`src/hw/sac_pkg.sv`:
```
package sac_pkg;

  localparam logic [7:0] OFF_MAIN = 8'h00;
  localparam logic [7:0] OFF_REF = 8'h04;
  localparam logic [7:0] OFF_CLK = 8'h08;
  localparam logic [7:0] OFF_RESH = 8'h0c;
  localparam logic [7:0] OFF_RESL = 8'h10;
  localparam logic [7:0] OFF_IRQ = 8'h14;

  localparam int ON_BIT = 0;
  localparam int GO_BIT = 1;
  localparam int CHAN_LSB = 2;
  localparam int CHAN_W = 4;
  localparam int REFP_BIT = 4;
  localparam int REFN_BIT = 5;
  localparam int PINCFG_W = 4;
  localparam int JUST_BIT = 7;
  localparam int CSEL_W = 3;
  localparam int FLAG_BIT = 0;
  localparam int IEN_BIT = 1;
  localparam int RES_W = 10;

  localparam logic [7:0] RST_BYTE = 8'h00;
  localparam logic [31:0] RST_WORD = 32'h0000_0000;

  localparam logic [2:0] CS_DIV2 = 3'h0;
  localparam logic [2:0] CS_DIV8 = 3'h1;
  localparam logic [2:0] CS_DIV32 = 3'h2;
  localparam logic [2:0] CS_DIV4 = 3'h4;
  localparam logic [2:0] CS_DIV16 = 3'h5;
  localparam logic [2:0] CS_DIV64 = 3'h6;
  localparam logic [1:0] CS_RC_LOW = 2'h3;

  localparam int DIV_W = 6;
  localparam int CONV_TAD = 12;
  localparam logic [1:0] RECOV_LAST = 2'h1;

  typedef enum logic [1:0] {SAC_IDLE, SAC_CONV, SAC_RECOV} sac_state_type;

  function automatic logic sac_is_rc(input logic [2:0] sel);
    return sel[1:0] == CS_RC_LOW;
  endfunction

  // Terminal count of the divider, period minus one
  function automatic logic [DIV_W-1:0] sac_div_last(input logic [2:0] sel);
    case (sel)
      CS_DIV2: return 6'h01;
      CS_DIV4: return 6'h03;
      CS_DIV8: return 6'h07;
      CS_DIV16: return 6'h0f;
      CS_DIV32: return 6'h1f;
      CS_DIV64: return 6'h3f;
      default: return 6'h00;
    endcase
  endfunction

endpackage

```
`src/hw/sac_tad_gen.sv`:
```
`timescale 1ns/10ps
`default_nettype none
module sac_tad_gen
  import sac_pkg::*;
(
  input wire logic pclk,
  input wire logic presetn,
  input wire logic run,
  input wire logic [2:0] clock_sel,
  input wire logic rc_tick,
  input wire logic sleep_mode,
  output logic tad_tick
);

  logic [DIV_W-1:0] cnt;
  logic [DIV_W-1:0] next_cnt;
  logic rc;
  logic halt;

  always_comb
  begin
    rc = sac_is_rc(clock_sel);
    halt = sleep_mode && !rc;
    tad_tick = run && !halt &&
      (rc ? rc_tick : cnt == sac_div_last(clock_sel));
    next_cnt = cnt + 6'h01;
    if (!run || rc || halt || cnt == sac_div_last(clock_sel))
    begin
      next_cnt = '0;
    end
  end

  always_ff @(posedge pclk or negedge presetn)
  begin
    if (!presetn)
    begin
      cnt <= '0;
    end
    else
    begin
      cnt <= next_cnt;
    end
  end

  property p_rc_source;
    @(posedge pclk) disable iff (!presetn)
    run && sac_is_rc(clock_sel) |-> tad_tick == rc_tick;
  endproperty
  a_rc_source: assert property (p_rc_source)
    else $error("rc tick mismatch");

  property p_div2;
    @(posedge pclk) disable iff (!presetn)
    tad_tick && run && !sleep_mode && clock_sel == CS_DIV2 ##1
    run && !sleep_mode && clock_sel == CS_DIV2 |-> !tad_tick ##1 tad_tick;
  endproperty
  a_div2: assert property (p_div2)
    else $error("div2 period wrong");

  property p_sleep_stall;
    @(posedge pclk) disable iff (!presetn)
    sleep_mode && !sac_is_rc(clock_sel) |-> !tad_tick;
  endproperty
  a_sleep_stall: assert property (p_sleep_stall)
    else $error("tick in sleep");

endmodule
`default_nettype wire

```
`src/hw/sac_sar.sv`:
```
`timescale 1ns/10ps
`default_nettype none
module sac_sar #(
  parameter int WIDTH = 10
) (
  input wire logic pclk,
  input wire logic presetn,
  input wire logic start,
  input wire logic abort,
  input wire logic tad_tick,
  input wire logic cmp_in,
  output logic [WIDTH-1:0] code,
  output logic done
);

  localparam int STEP_W = $clog2(WIDTH + 2);
  localparam logic [STEP_W-1:0] LAST = STEP_W'(WIDTH + 1);

  if (WIDTH < 2 || WIDTH > 16)
  begin : g_bad_width
    $error("sac_sar: WIDTH out of range");
  end

  logic active;
  logic next_active;
  logic [STEP_W-1:0] step;
  logic [STEP_W-1:0] next_step;
  logic [WIDTH-1:0] next_code;

  // Step 0 is the disconnect period, one bit per step for steps 1 to WIDTH, done at step LAST
  always_comb
  begin
    next_code = code;
    next_step = step;
    next_active = active;
    done = active && tad_tick && step == LAST;
    if (start)
    begin
      next_active = 1'b1;
      next_step = '0;
      next_code = '0;
      next_code[WIDTH-1] = 1'b1;
    end
    else if (abort)
    begin
      next_active = 1'b0;
    end
    else if (active && tad_tick)
    begin
      next_step = step + 1'b1;
      if (step == LAST)
      begin
        next_active = 1'b0;
      end
      for (int i = 0; i < WIDTH; i++)
      begin
        if (step == STEP_W'(WIDTH - i))
        begin
          next_code[i] = cmp_in;
        end
      end
      for (int i = 1; i < WIDTH; i++)
      begin
        if (step == STEP_W'(WIDTH - i))
        begin
          next_code[i-1] = 1'b1;
        end
      end
    end
  end

  always_ff @(posedge pclk or negedge presetn)
  begin
    if (!presetn)
    begin
      active <= 1'b0;
      step <= '0;
      code <= '0;
    end
    else
    begin
      active <= next_active;
      step <= next_step;
      code <= next_code;
    end
  end

  property p_one_bit_per_tick;
    @(posedge pclk) disable iff (!presetn)
    !tad_tick && !start |=> $stable(code);
  endproperty
  a_one_bit_per_tick: assert property (p_one_bit_per_tick)
    else $error("code moved without tick");

  property p_done_at_last;
    @(posedge pclk) disable iff (!presetn)
    done |-> step == LAST && active;
  endproperty
  a_done_at_last: assert property (p_done_at_last)
    else $error("done at wrong step");

endmodule
`default_nettype wire

```
`src/hw/sac_top.sv`:
```
`timescale 1ns/10ps
`default_nettype none
module sac_top
  import sac_pkg::*;
(
  input wire logic pclk,
  input wire logic presetn,
  input wire logic psel,
  input wire logic penable,
  input wire logic pwrite,
  input wire logic [7:0] paddr,
  input wire logic [31:0] pwdata,
  output logic [31:0] prdata,
  output logic pready,
  output logic pslverr,
  input wire logic rc_tick,
  input wire logic sleep_mode,
  input wire logic cmp_in,
  output logic [RES_W-1:0] dac_code,
  output logic hold_connect,
  output logic converter_enable,
  output logic conv_busy,
  output logic [CHAN_W-1:0] input_channel_sel,
  output logic ref_pos_ext,
  output logic ref_neg_ext,
  output logic [PINCFG_W-1:0] pin_cfg,
  output logic conv_done_irq_flag,
  output logic conv_done_irq_enable
);

  logic [7:0] conv_main_ctrl, next_conv_main_ctrl;
  logic [7:0] ref_and_pin_cfg, next_ref_and_pin_cfg;
  logic result_justify_sel, next_result_justify_sel;
  logic [CSEL_W-1:0] conv_clock_sel, next_conv_clock_sel;
  logic [7:0] result_high_byte, next_result_high_byte;
  logic [7:0] result_low_byte, next_result_low_byte;
  logic flag, next_flag;
  logic irq_en, next_irq_en;
  logic [31:0] next_prdata;
  sac_state_type state, next_state;
  logic [1:0] rec_cnt, next_rec_cnt;
  logic converter_on, go, wr, wr_main, wr_res, mapped;
  logic tad_tick, sar_start, sar_abort, sar_done;
  logic [RES_W-1:0] sar_code;
  logic [15:0] packed_res;

  function automatic logic is_mapped(input logic [7:0] a);
    return a == OFF_MAIN || a == OFF_REF || a == OFF_CLK ||
      a == OFF_RESH || a == OFF_RESL || a == OFF_IRQ;
  endfunction

  // Unused positions stay zero in both formats
  function automatic logic [15:0] justify(input logic [RES_W-1:0] r,
    input logic right);
    return right ? {6'h00, r} : {r, 6'h00};
  endfunction

  assign converter_on = conv_main_ctrl[ON_BIT];
  assign go = conv_main_ctrl[GO_BIT];
  assign wr = psel && penable && pwrite;
  assign wr_main = wr && paddr == OFF_MAIN;
  assign wr_res = wr && (paddr == OFF_RESH || paddr == OFF_RESL);
  assign mapped = is_mapped(paddr);
  assign pready = 1'b1;
  assign pslverr = psel && penable && !mapped;

  assign converter_enable = converter_on;
  assign conv_busy = go;
  assign input_channel_sel = conv_main_ctrl[CHAN_LSB +: CHAN_W];
  assign ref_pos_ext = ref_and_pin_cfg[REFP_BIT];
  assign ref_neg_ext = ref_and_pin_cfg[REFN_BIT];
  assign pin_cfg = ref_and_pin_cfg[PINCFG_W-1:0];
  assign conv_done_irq_flag = flag;
  assign conv_done_irq_enable = irq_en;
  assign dac_code = sar_code;
  assign hold_connect = converter_on && state == SAC_IDLE;
  assign packed_res = justify(sar_code, result_justify_sel);

  // Aborting on a registered go costs one cycle, at most half of one period
  assign sar_abort = state == SAC_CONV && !sar_done &&
    (!go || !converter_on);

  sac_tad_gen u_tad (
    .pclk(pclk),
    .presetn(presetn),
    .run(state != SAC_IDLE),
    .clock_sel(conv_clock_sel),
    .rc_tick(rc_tick),
    .sleep_mode(sleep_mode),
    .tad_tick(tad_tick)
  );

  sac_sar #(
    .WIDTH(RES_W)
  ) u_sar (
    .pclk(pclk),
    .presetn(presetn),
    .start(sar_start),
    .abort(sar_abort),
    .tad_tick(tad_tick),
    .cmp_in(cmp_in),
    .code(sar_code),
    .done(sar_done)
  );

  always_comb
  begin
    next_state = state;
    next_rec_cnt = rec_cnt;
    sar_start = 1'b0;
    case (state)
      SAC_IDLE:
      begin
        if (go && converter_on)
        begin
          sar_start = 1'b1;
          next_state = SAC_CONV;
        end
      end
      SAC_CONV:
      begin
        if (sar_done || sar_abort)
        begin
          next_state = SAC_RECOV;
          next_rec_cnt = '0;
        end
      end
      SAC_RECOV:
      begin
        if (!converter_on)
          next_state = SAC_IDLE;
        else if (tad_tick)
        begin
          next_rec_cnt = rec_cnt + 2'h1;
          if (rec_cnt == RECOV_LAST)
          begin
            next_state = SAC_IDLE;
          end
        end
      end
      default: next_state = SAC_IDLE;
    endcase
  end

  always_comb
  begin
    next_conv_main_ctrl = conv_main_ctrl;
    next_ref_and_pin_cfg = ref_and_pin_cfg;
    next_result_justify_sel = result_justify_sel;
    next_conv_clock_sel = conv_clock_sel;
    next_result_high_byte = result_high_byte;
    next_result_low_byte = result_low_byte;
    next_flag = flag;
    next_irq_en = irq_en;
    if (sar_done)
    begin
      next_result_high_byte = packed_res[15:8];
      next_result_low_byte = packed_res[7:0];
      next_conv_main_ctrl[GO_BIT] = 1'b0;
    end
    if (wr)
    begin
      case (paddr)
        OFF_MAIN:
        begin
          next_conv_main_ctrl[ON_BIT] = pwdata[ON_BIT];
          next_conv_main_ctrl[CHAN_LSB +: CHAN_W] =
            pwdata[CHAN_LSB +: CHAN_W];
          // Start needs the converter already on; a set beats the clear
          next_conv_main_ctrl[GO_BIT] = pwdata[GO_BIT] && converter_on &&
            pwdata[ON_BIT];
        end
        OFF_REF: next_ref_and_pin_cfg = {2'h0, pwdata[5:0]};
        OFF_CLK:
        begin
          next_result_justify_sel = pwdata[JUST_BIT];
          next_conv_clock_sel = pwdata[CSEL_W-1:0];
        end
        OFF_RESH: next_result_high_byte = pwdata[7:0];
        OFF_RESL: next_result_low_byte = pwdata[7:0];
        OFF_IRQ:
        begin
          next_flag = pwdata[FLAG_BIT];
          next_irq_en = pwdata[IEN_BIT];
        end
        default:
        begin
        end
      endcase
    end
    if (sar_done)
    begin
      next_flag = 1'b1;
    end
    if (!next_conv_main_ctrl[ON_BIT])
    begin
      next_conv_main_ctrl[GO_BIT] = 1'b0;
    end
  end

  always_comb
  begin
    next_prdata = prdata;
    if (psel && !penable && !pwrite)
    begin
      next_prdata = RST_WORD;
      case (paddr)
        OFF_MAIN: next_prdata[7:0] = conv_main_ctrl;
        OFF_REF: next_prdata[7:0] = ref_and_pin_cfg;
        OFF_CLK: next_prdata[7:0] = {result_justify_sel, 4'h0,
          conv_clock_sel};
        OFF_RESH: next_prdata[7:0] = result_high_byte;
        OFF_RESL: next_prdata[7:0] = result_low_byte;
        OFF_IRQ: next_prdata[7:0] = {6'h00, irq_en, flag};
        default: next_prdata = RST_WORD;
      endcase
    end
  end

  always_ff @(posedge pclk or negedge presetn)
  begin
    if (!presetn)
    begin
      state <= SAC_IDLE;
      rec_cnt <= '0;
      conv_main_ctrl <= RST_BYTE;
      ref_and_pin_cfg <= RST_BYTE;
      result_justify_sel <= 1'b0;
      conv_clock_sel <= '0;
      flag <= 1'b0;
      irq_en <= 1'b0;
      prdata <= RST_WORD;
    end
    else
    begin
      state <= next_state;
      rec_cnt <= next_rec_cnt;
      conv_main_ctrl <= next_conv_main_ctrl;
      ref_and_pin_cfg <= next_ref_and_pin_cfg;
      result_justify_sel <= next_result_justify_sel;
      conv_clock_sel <= next_conv_clock_sel;
      flag <= next_flag;
      irq_en <= next_irq_en;
      prdata <= next_prdata;
    end
  end

  // No reset on purpose: result survives any reset
  always_ff @(posedge pclk)
  begin
    result_high_byte <= next_result_high_byte;
    result_low_byte <= next_result_low_byte;
  end

  property p_done_effects;
    @(posedge pclk) disable iff (!presetn)
    sar_done |=> flag && (!go || $past(wr_main)) && state == SAC_RECOV;
  endproperty
  a_done_effects: assert property (p_done_effects)
    else $error("done effects missing");
  property p_abort_keeps;
    @(posedge pclk) disable iff (!presetn)
    sar_abort && !wr_res |=> $stable(result_high_byte) &&
      $stable(result_low_byte) && state == SAC_RECOV;
  endproperty
  a_abort_keeps: assert property (p_abort_keeps)
    else $error("abort changed result");
  property p_hold_off;
    @(posedge pclk) disable iff (!presetn)
    state != SAC_IDLE |-> !hold_connect;
  endproperty
  a_hold_off: assert property (p_hold_off)
    else $error("hold connected in conversion");
  property p_recov_two;
    @(posedge pclk) disable iff (!presetn)
    $past(state) == SAC_RECOV && state == SAC_IDLE && converter_on |->
      $past(rec_cnt) == RECOV_LAST && $past(tad_tick);
  endproperty
  a_recov_two: assert property (p_recov_two)
    else $error("recovery too short");
  property p_clk_unimpl;
    @(posedge pclk) disable iff (!presetn)
    psel && !penable && !pwrite && paddr == OFF_CLK |=> prdata[6:3] == 4'h0;
  endproperty
  a_clk_unimpl: assert property (p_clk_unimpl)
    else $error("unimplemented bits set");
  property p_right_zero;
    @(posedge pclk) disable iff (!presetn)
    sar_done && result_justify_sel && !wr_res |=>
      result_high_byte[7:2] == 6'h00;
  endproperty
  a_right_zero: assert property (p_right_zero)
    else $error("right format upper bits");
  property p_start_needs_on;
    @(posedge pclk) disable iff (!presetn)
    sar_start |-> converter_on ##1 state == SAC_CONV;
  endproperty
  a_start_needs_on: assert property (p_start_needs_on)
    else $error("start while off");
  property p_off_stops;
    @(posedge pclk) disable iff (!presetn)
    !converter_on |-> !go ##1 state != SAC_CONV;
  endproperty
  a_off_stops: assert property (p_off_stops)
    else $error("off did not stop");
  c_done: cover property (@(posedge pclk) disable iff (!presetn) sar_done);
  c_abort: cover property (@(posedge pclk) disable iff (!presetn) sar_abort);
  c_sleep_done: cover property (@(posedge pclk) disable iff (!presetn)
    sar_done && sleep_mode);

endmodule
`default_nettype wire

```
`config.mk`:
```
export PLATFORM = sky130hd
export DESIGN_NAME = sac_top
export DESIGN_NICKNAME = d
export VERILOG_FILES = /design/src/hw/sac_pkg.sv /design/src/hw/sac_tad_gen.sv /design/src/hw/sac_sar.sv /design/src/hw/sac_top.sv
export SDC_FILE = /design/constraint.sdc
export NUM_CORES = 1
export LEC_CHECK = 0
export BUFFER_PORTS_ARGS = -buffer_cell sky130_fd_sc_hd__buf_4
export CAP_MARGIN = 10
export CELL_PAD_IN_SITES_DETAIL_PLACEMENT = 1
export CELL_PAD_IN_SITES_GLOBAL_PLACEMENT = 1
export CORE_MARGIN = 2
export CORE_UTILIZATION = 40
export DETAILED_ROUTE_END_ITERATION = 8
export GPL_TIMING_DRIVEN = 0
export PLACE_DENSITY = 0.81
export SLEW_MARGIN = 20
export SYNTH_ARGS = -nofsm -noshare
export SYNTH_HDL_FRONTEND = slang
export SYNTH_SLANG_ARGS = --single-unit
```
`constraint.sdc`:
```
create_clock -name pclk -period 3.1 [get_ports pclk]
set_input_delay 0.31 -clock pclk [delete_from_list [all_inputs] [get_ports pclk]]
set_output_delay 0.31 -clock pclk [all_outputs]
set_load 0.02 [all_outputs]
```
Word-level counts from Yosys, hierarchy flattened
Cells that the tools add are included.

word-level totals
  input port bits = 48
  logic and storage cells = 194
  output and inout bits = 59
  memories kept = 0
  latch bits = 0
  bits in writable memories = 0
  memory bits (read-only) = 0
  register bits after elaboration = 67

cells by class
  order comparisons = 0
  bitwise logic cells = 0
  mux-type cells = 59
  reductions and logical operators = 74
  divide/modulo/power cells = 0
  eq/ne operators = 33
  add/sub/neg operators = 3
  shift-type cells = 0
  $mul = 0

operators with widths
  cell                                                                   count
  8-bit two-way mux                                                      6
  8-bit one-hot mux with 6 select lines                                  1
  6-bit one-hot mux with 6 select lines                                  1
  3-bit nonzero test                                                     11
  1-bit two-way mux                                                      31
  10-bit two-way mux                                                     3
  3-bit AND reduction                                                    10
  2-bit two-way mux                                                      10
  4-bit by 3-bit equality test with 1-bit output, second input constant  4
  4-bit equality test, second input constant                             4
  8-bit by 4-bit equality test with 1-bit output, second input constant  2
  8-bit by 5-bit equality test with 1-bit output, second input constant  2
  1-bit logical AND                                                      16
  16-bit two-way mux                                                     1
  2-bit AND reduction                                                    7
  4-bit two-way mux                                                      3
  2-bit nonzero test                                                     6
  1-bit logical OR                                                       10
  3-bit equality test, second input constant                             3
  1-bit zero test                                                        9
  4-bit by 2-bit equality test with 1-bit output, second input constant  2
  8-bit by 3-bit equality test with 1-bit output, second input constant  1
  8-bit zero test                                                        1
  4-bit AND reduction                                                    2
  18 further kinds                                                       23

Depth between registers and ports, before layout
  depth after elaboration = 14
  depth in mapped cells = 9
  depth with buffers taken out = 8

By module
A second synthesis with hierarchy kept.

unflattened totals
  cell total of the unflattened synthesis = 414
  area, all modules = 3953.8 sq um

modules (own cells, without submodules)
  module       sequential area each (sq um)  area an instance (sq um)  cells each  times used
  sac_top      1071.0                        2560.0                    264         1
  sac_sar      375.4                         889.6                     92          1
  sac_tad_gen  150.1                         504.2                     58          1

Worst setup path after synthesis
Ideal clock, no wire load.

  kind = register to register
  start point = register conv_clock_sel[0]
  end point = register u_sar.code[9]
  cell stages (with the launch flop) = 10
  required time = 2.972 ns
  path buffers = 1
  period minus slack after synthesis = 2.318 ns
  setup time = 0.128 ns
  setup slack = 0.782 ns
  arrival time = 2.190 ns
  cells stage by stage = dfrtp_1 inv_1 ha_1 or2_0 o21ai_0 and3_1 a21oi_1 clkbuf_1 nor3_1 mux2_1

on the way
  word-level cells in the longest chain between the ends = 13
  elaborated cells on any way between the ends = 23
  classes of those cells = 8 x eq/ne; 2 x mux; 13 x reduce/logical

ends and longest elaborated chain
  element                                                                                        line                          text
  start: declaration                                                                             sac_top.sv:34                 logic [CSEL_W-1:0] conv_clock_sel, next_conv_clock_sel;
  start signal: assignment                                                                       sac_top.sv:241                conv_clock_sel <= next_conv_clock_sel;
  parallel branches: the longest is 5 deep, another holds 6-bit one-hot mux with 6 select lines  -
  1-bit logical AND (*)                                                                          sac_tad_gen.sv:24             tad_tick = run && !halt &&
  1-bit logical AND (*)                                                                          sac_sar.sv:36, sac_sar.sv:48
  1-bit logical AND                                                                              sac_sar.sv:36                 done = active && tad_tick && step == LAST;
  1-bit zero test                                                                                sac_top.sv:80                 assign sar_abort = state == SAC_CONV && !sar_done &&
  1-bit logical AND (2 in a row)                                                                 sac_top.sv:80
  2-bit != test (no line)                                                                        -
  3-bit AND reduction (no line) (*)                                                              -
  end signal: assignment                                                                         sac_sar.sv:84                 code <= next_code;
  end: declaration                                                                               sac_sar.sv:12                 output logic [WIDTH-1:0] code,

Every way passes the cells marked *.
A chain may end at the register's enable or synchronous reset.

Worst setup path in the final report
  start point = register conv_clock_sel[0]
  end point = register result_high_byte[1]

on the way
  word-level cells in the longest chain between the ends = 11
  elaborated cells on any way between the ends = 20
  classes of those cells = 7 x eq/ne; 5 x mux; 8 x reduce/logical

ends and longest elaborated chain
  element                                                                                        line               text
  parallel branches: the longest is 5 deep, another holds 6-bit one-hot mux with 6 select lines  -
  1-bit logical AND (*)                                                                          sac_tad_gen.sv:24
  1-bit logical AND (*) (2 in a row)                                                             sac_sar.sv:36
  8-bit two-way mux (*)                                                                          sac_top.sv:155     if (sar_done)
  8-bit two-way mux                                                                              sac_top.sv:163     case (paddr)
  8-bit two-way mux (*)                                                                          sac_top.sv:161     if (wr)
  named net next_result_high_byte[1]                                                             sac_top.sv:35      logic [7:0] result_high_byte, next_result_high_byte;
  end signal: assignment                                                                         sac_top.sv:251     result_high_byte <= next_result_high_byte;
  end: declaration                                                                               sac_top.sv:35

Mark *: on every way through the listed nets, which the timed path passes.

==> impl_results.md <==
* Mean Syn Cell Area at 9.34 um^2
* DIE AREA at about 11000 um^2
* CTS Root Cell: clkbuf_8
* Highest routed metal layer: met4
* Vias at roughly 3600
* Nets@finish at 576
* Ys async rst share at 0.761
* Final WL at 11900 um
* Endpoint class of the critical path: register
* Layout Skew at 0.0130 ns
* Status: complete, but fails checks
* Cts repair resizes at 0
* Crit-path slowest cell: a2111oi_1
* Die width at between 100 and 150 um
* Vias per inst at 5.50
* FMAX at 358 MHz
* Place WS at roughly 0.21 ns
* CTS tree: built
* Worst Hold Class: input pin to asynchronous set/reset pin
* Yosys warning total at 0
* Clk buf depth at 2
* Leading area contributor after synthesis: dfrtp_1
* # IOs at approximately 110
* Final Cycle Share at 0.902
* Ys flop type: dfrtp_1
* CP Class: register to register
* Antenna Nets Post-Route at 0
* Largest net degree at the start of global routing at 52
* Most frequent cells in the layout: buf_4 (79), dfrtp_1 (51), nand2_1 (44), conb_1 (25), inv_1 (20)
* Antenna diode count at 0
* Hold Buf Count CTS at 0
* Reg clk slew, reported paths at 0.08 ns
* Slew of the pin with the lowest slew margin at about 0.73 ns
* Synth cell types at 61
* Post-route cell area at 4880 um^2
* Area grow syn2layout at 21.7%
* Clock period minus worst slack at between 2 and 3 ns
* First-pass GRT wire length at ~20000 um
* Max IR drop VDD at around 0.19 mV
* Initial DRT Pass Iterations at 4
* Fill cell count at 1169
* Synth top area share at 0.318
* Yosys reg bits at 67
* CP required at 3.33 ns
* Post-DP HPWL at between 8000 and 9000 um
* Hold Slack at -0.0143 ns
* Setup bufs post-CTS at 0
* Area after DPL at ~4700 um^2
* Clk_lat worst skew at between 0.3 and 0.4 ns
* Area of the core at around 9700 um^2
* GRT Residual Overflow at 0
* Slew Viols, Final at 0
* LEAKAGE at 2.19 nW
* # setup viols final at 0
* Maxcap violations at 0
* Cell Area, Synth at between 4000 and 5000 um^2
* Pwr Density at approximately 370 nW/um^2
* Initial Util at 0.412
* WL met2 at between 5000 and 6000 um
* Layout cells sized above 1 at 0.215
* GPL Wtd Cong at 0.841
* Antenna violations before repair at 0
* Setup crit start kind: register
* Setup WS post-layout at about 0.30 ns
* Rel. slew slack at 0.513
* Crit Path Max Fanout at 10
* H-tree depth at 3
* Final hold violation count at 23
* Vias in the first global route at 3879
* CTS buffer count at 9
* Number of remaining DRC errors at 0
* All-Layer GR Usage at 0.226
* DR iter-0 viols at between 100 and 150
* Failing checks: negative hold slack
* CP peak stage delay at ~0.55 ns
* Cell row count at 36
* Met1 wire length at around 5300 um
* Worst path arrival time at between 3 and 4 ns
* Wire length on met3 at roughly 500 um
* Commonest non-fill, non-tap cell in the layout: buf_4
* RSZ-0062 raised after global routing: no
* Die Height at 104 um
* Synth Instances at between 400 and 500
* WL/cell at 18.1 um
* TNS Setup at 0 ns
* Seq/Total Area, Yosys at 0.398
* Number of enable flip-flop cells after synthesis at 0
* Synth area leaders: dfrtp_1 (32%), dfxtp_1 (8.0%), mux2_1 (4.8%), buf_4 (4.7%), nand2_1 (4.1%)
* Critical path cell sequence: inv_1 -> ha_1 -> or2_0 -> o21ai_0 -> and3_1 -> a21oi_1 -> clkbuf_1 -> a2111oi_1 -> o31ai_1
* Total clock sinks at 67
* Number of port buffers at 54
## path summary, 6_finish.rpt
| kind | startpoint | to | slack, ns | cells past startpoint |
|---|---|---|---|---|
| worst max-delay path | conv_clock_sel[0]$_DFFE_PN0P_ | result_high_byte[1]$_DFF_P_ | 0.30 | 9 |
| worst min-delay path | presetn | conv_main_ctrl[2]$_DFFE_PN0P_ | -0.01 | 1 |
| worst max register to register | conv_clock_sel[0]$_DFFE_PN0P_ | result_high_byte[1]$_DFF_P_ | 0.30 | 9 |
| worst min register to register | result_low_byte[0]$_DFF_P_ | result_low_byte[0]$_DFF_P_ | 0.50 | 2 |
| max in group asynchronous | presetn | u_sar.code[9]$_DFFE_PN0P_ | 2.65 | 1 |
| min in group pclk | pwdata[7] | result_low_byte[7]$_DFF_P_ | 0.18 | 3 |
## Yosys cell counts (9+ instances only)
cell type,instances
dfrtp_1,51
nand2_1,44
buf_4,25
inv_1,20
o22ai_1,19
nor2_1,18
mux2_1,17
dfxtp_1,16
mux2i_1,15
o21ai_1,15
clkbuf_1,14
nand2b_1,14
ha_1,11
nor3_1,10
o21ai_0,10
nand3_1,9
## state kept, by name (all words and copies together), names as in the netlist
register and cells:
conv_done_irq_enable 1, u_sar.step 4, u_sar.active 1, state 2, u_tad.cnt 6, conv_clock_sel 3, rec_cnt 2, conv_main_ctrl 6
result_high_byte 8, result_justify_sel 1, prdata 8, ref_and_pin_cfg 6, u_sar.code 10, result_low_byte 8, conv_done_irq_flag 1
## power breakdown
part	total (W)	switching, W	internal, W
combinational	0.000149	0.0000921	0.0000574
clock	0.000777	0.000383	0.000394
sequential	0.000878	0.00000433	0.000874
total	0.00180	0.000479	0.00133
## area by class of cell
type | count | area (um^2) | area share
buffer | 45 | 282 | 0.0577
clock buffer | 10 | 138 | 0.0282
clock inverter | 6 | 65.1 | 0.0133
inverter | 21 | 78.8 | 0.0162
multi-input combinational | 319 | 2150 | 0.440
sequential | 67 | 1600 | 0.327
tap | 133 | 166 | 0.0341
timing repair buffer | 54 | 405 | 0.0831
## logic make-up after synthesis
group / share of synthesized area
AOI/OAI and AO/OA: 0.200
xor gates and xnor gates: 0.0109
adders and majority gates: 0.0343
buffers and inverters: 0.0896
DFF: 0.398
muxes: 0.0908
other: 0.00187
and+or+nand+nor: 0.174
## layer usage
metal  vias to the layer above  global-route usage
li1                       1700                   -
met1                      1772               0.275
met2                       107               0.391
met3                        23              0.0501
met4                         0              0.0820
met5                         -                   0
## per-stage QoR
stage | util | total power [W] | hold slack, ns | instances
4_1_cts | 0.501 | 0.00181 | 0.0118 | 655
3_5_place_dp | 0.480 | 0.00104 | 0.398 | 639
6_report | 0.501 | 0.00180 | -0.0143 | 655
3_3_place_gp | 0.480 | 0.00104 | 0.387 | 639
2_1_floorplan | - | 0.000985 | 0.0144 | 452
5_1_grt | 0.501 | 0.00186 | 0.0328 | 655
## worst max-delay path, delay by kind of cell (launching register included)
family,cells,cell delay (ns)
AO/OA/AOI/OAI,4,1.06
flip-flops,1,0.44
AND/OR/NAND/NOR,2,0.44
buffers and inverters,2,0.40
adder cells (fa/ha/maj),1,0.34
(Power assumes the default switching activity.)
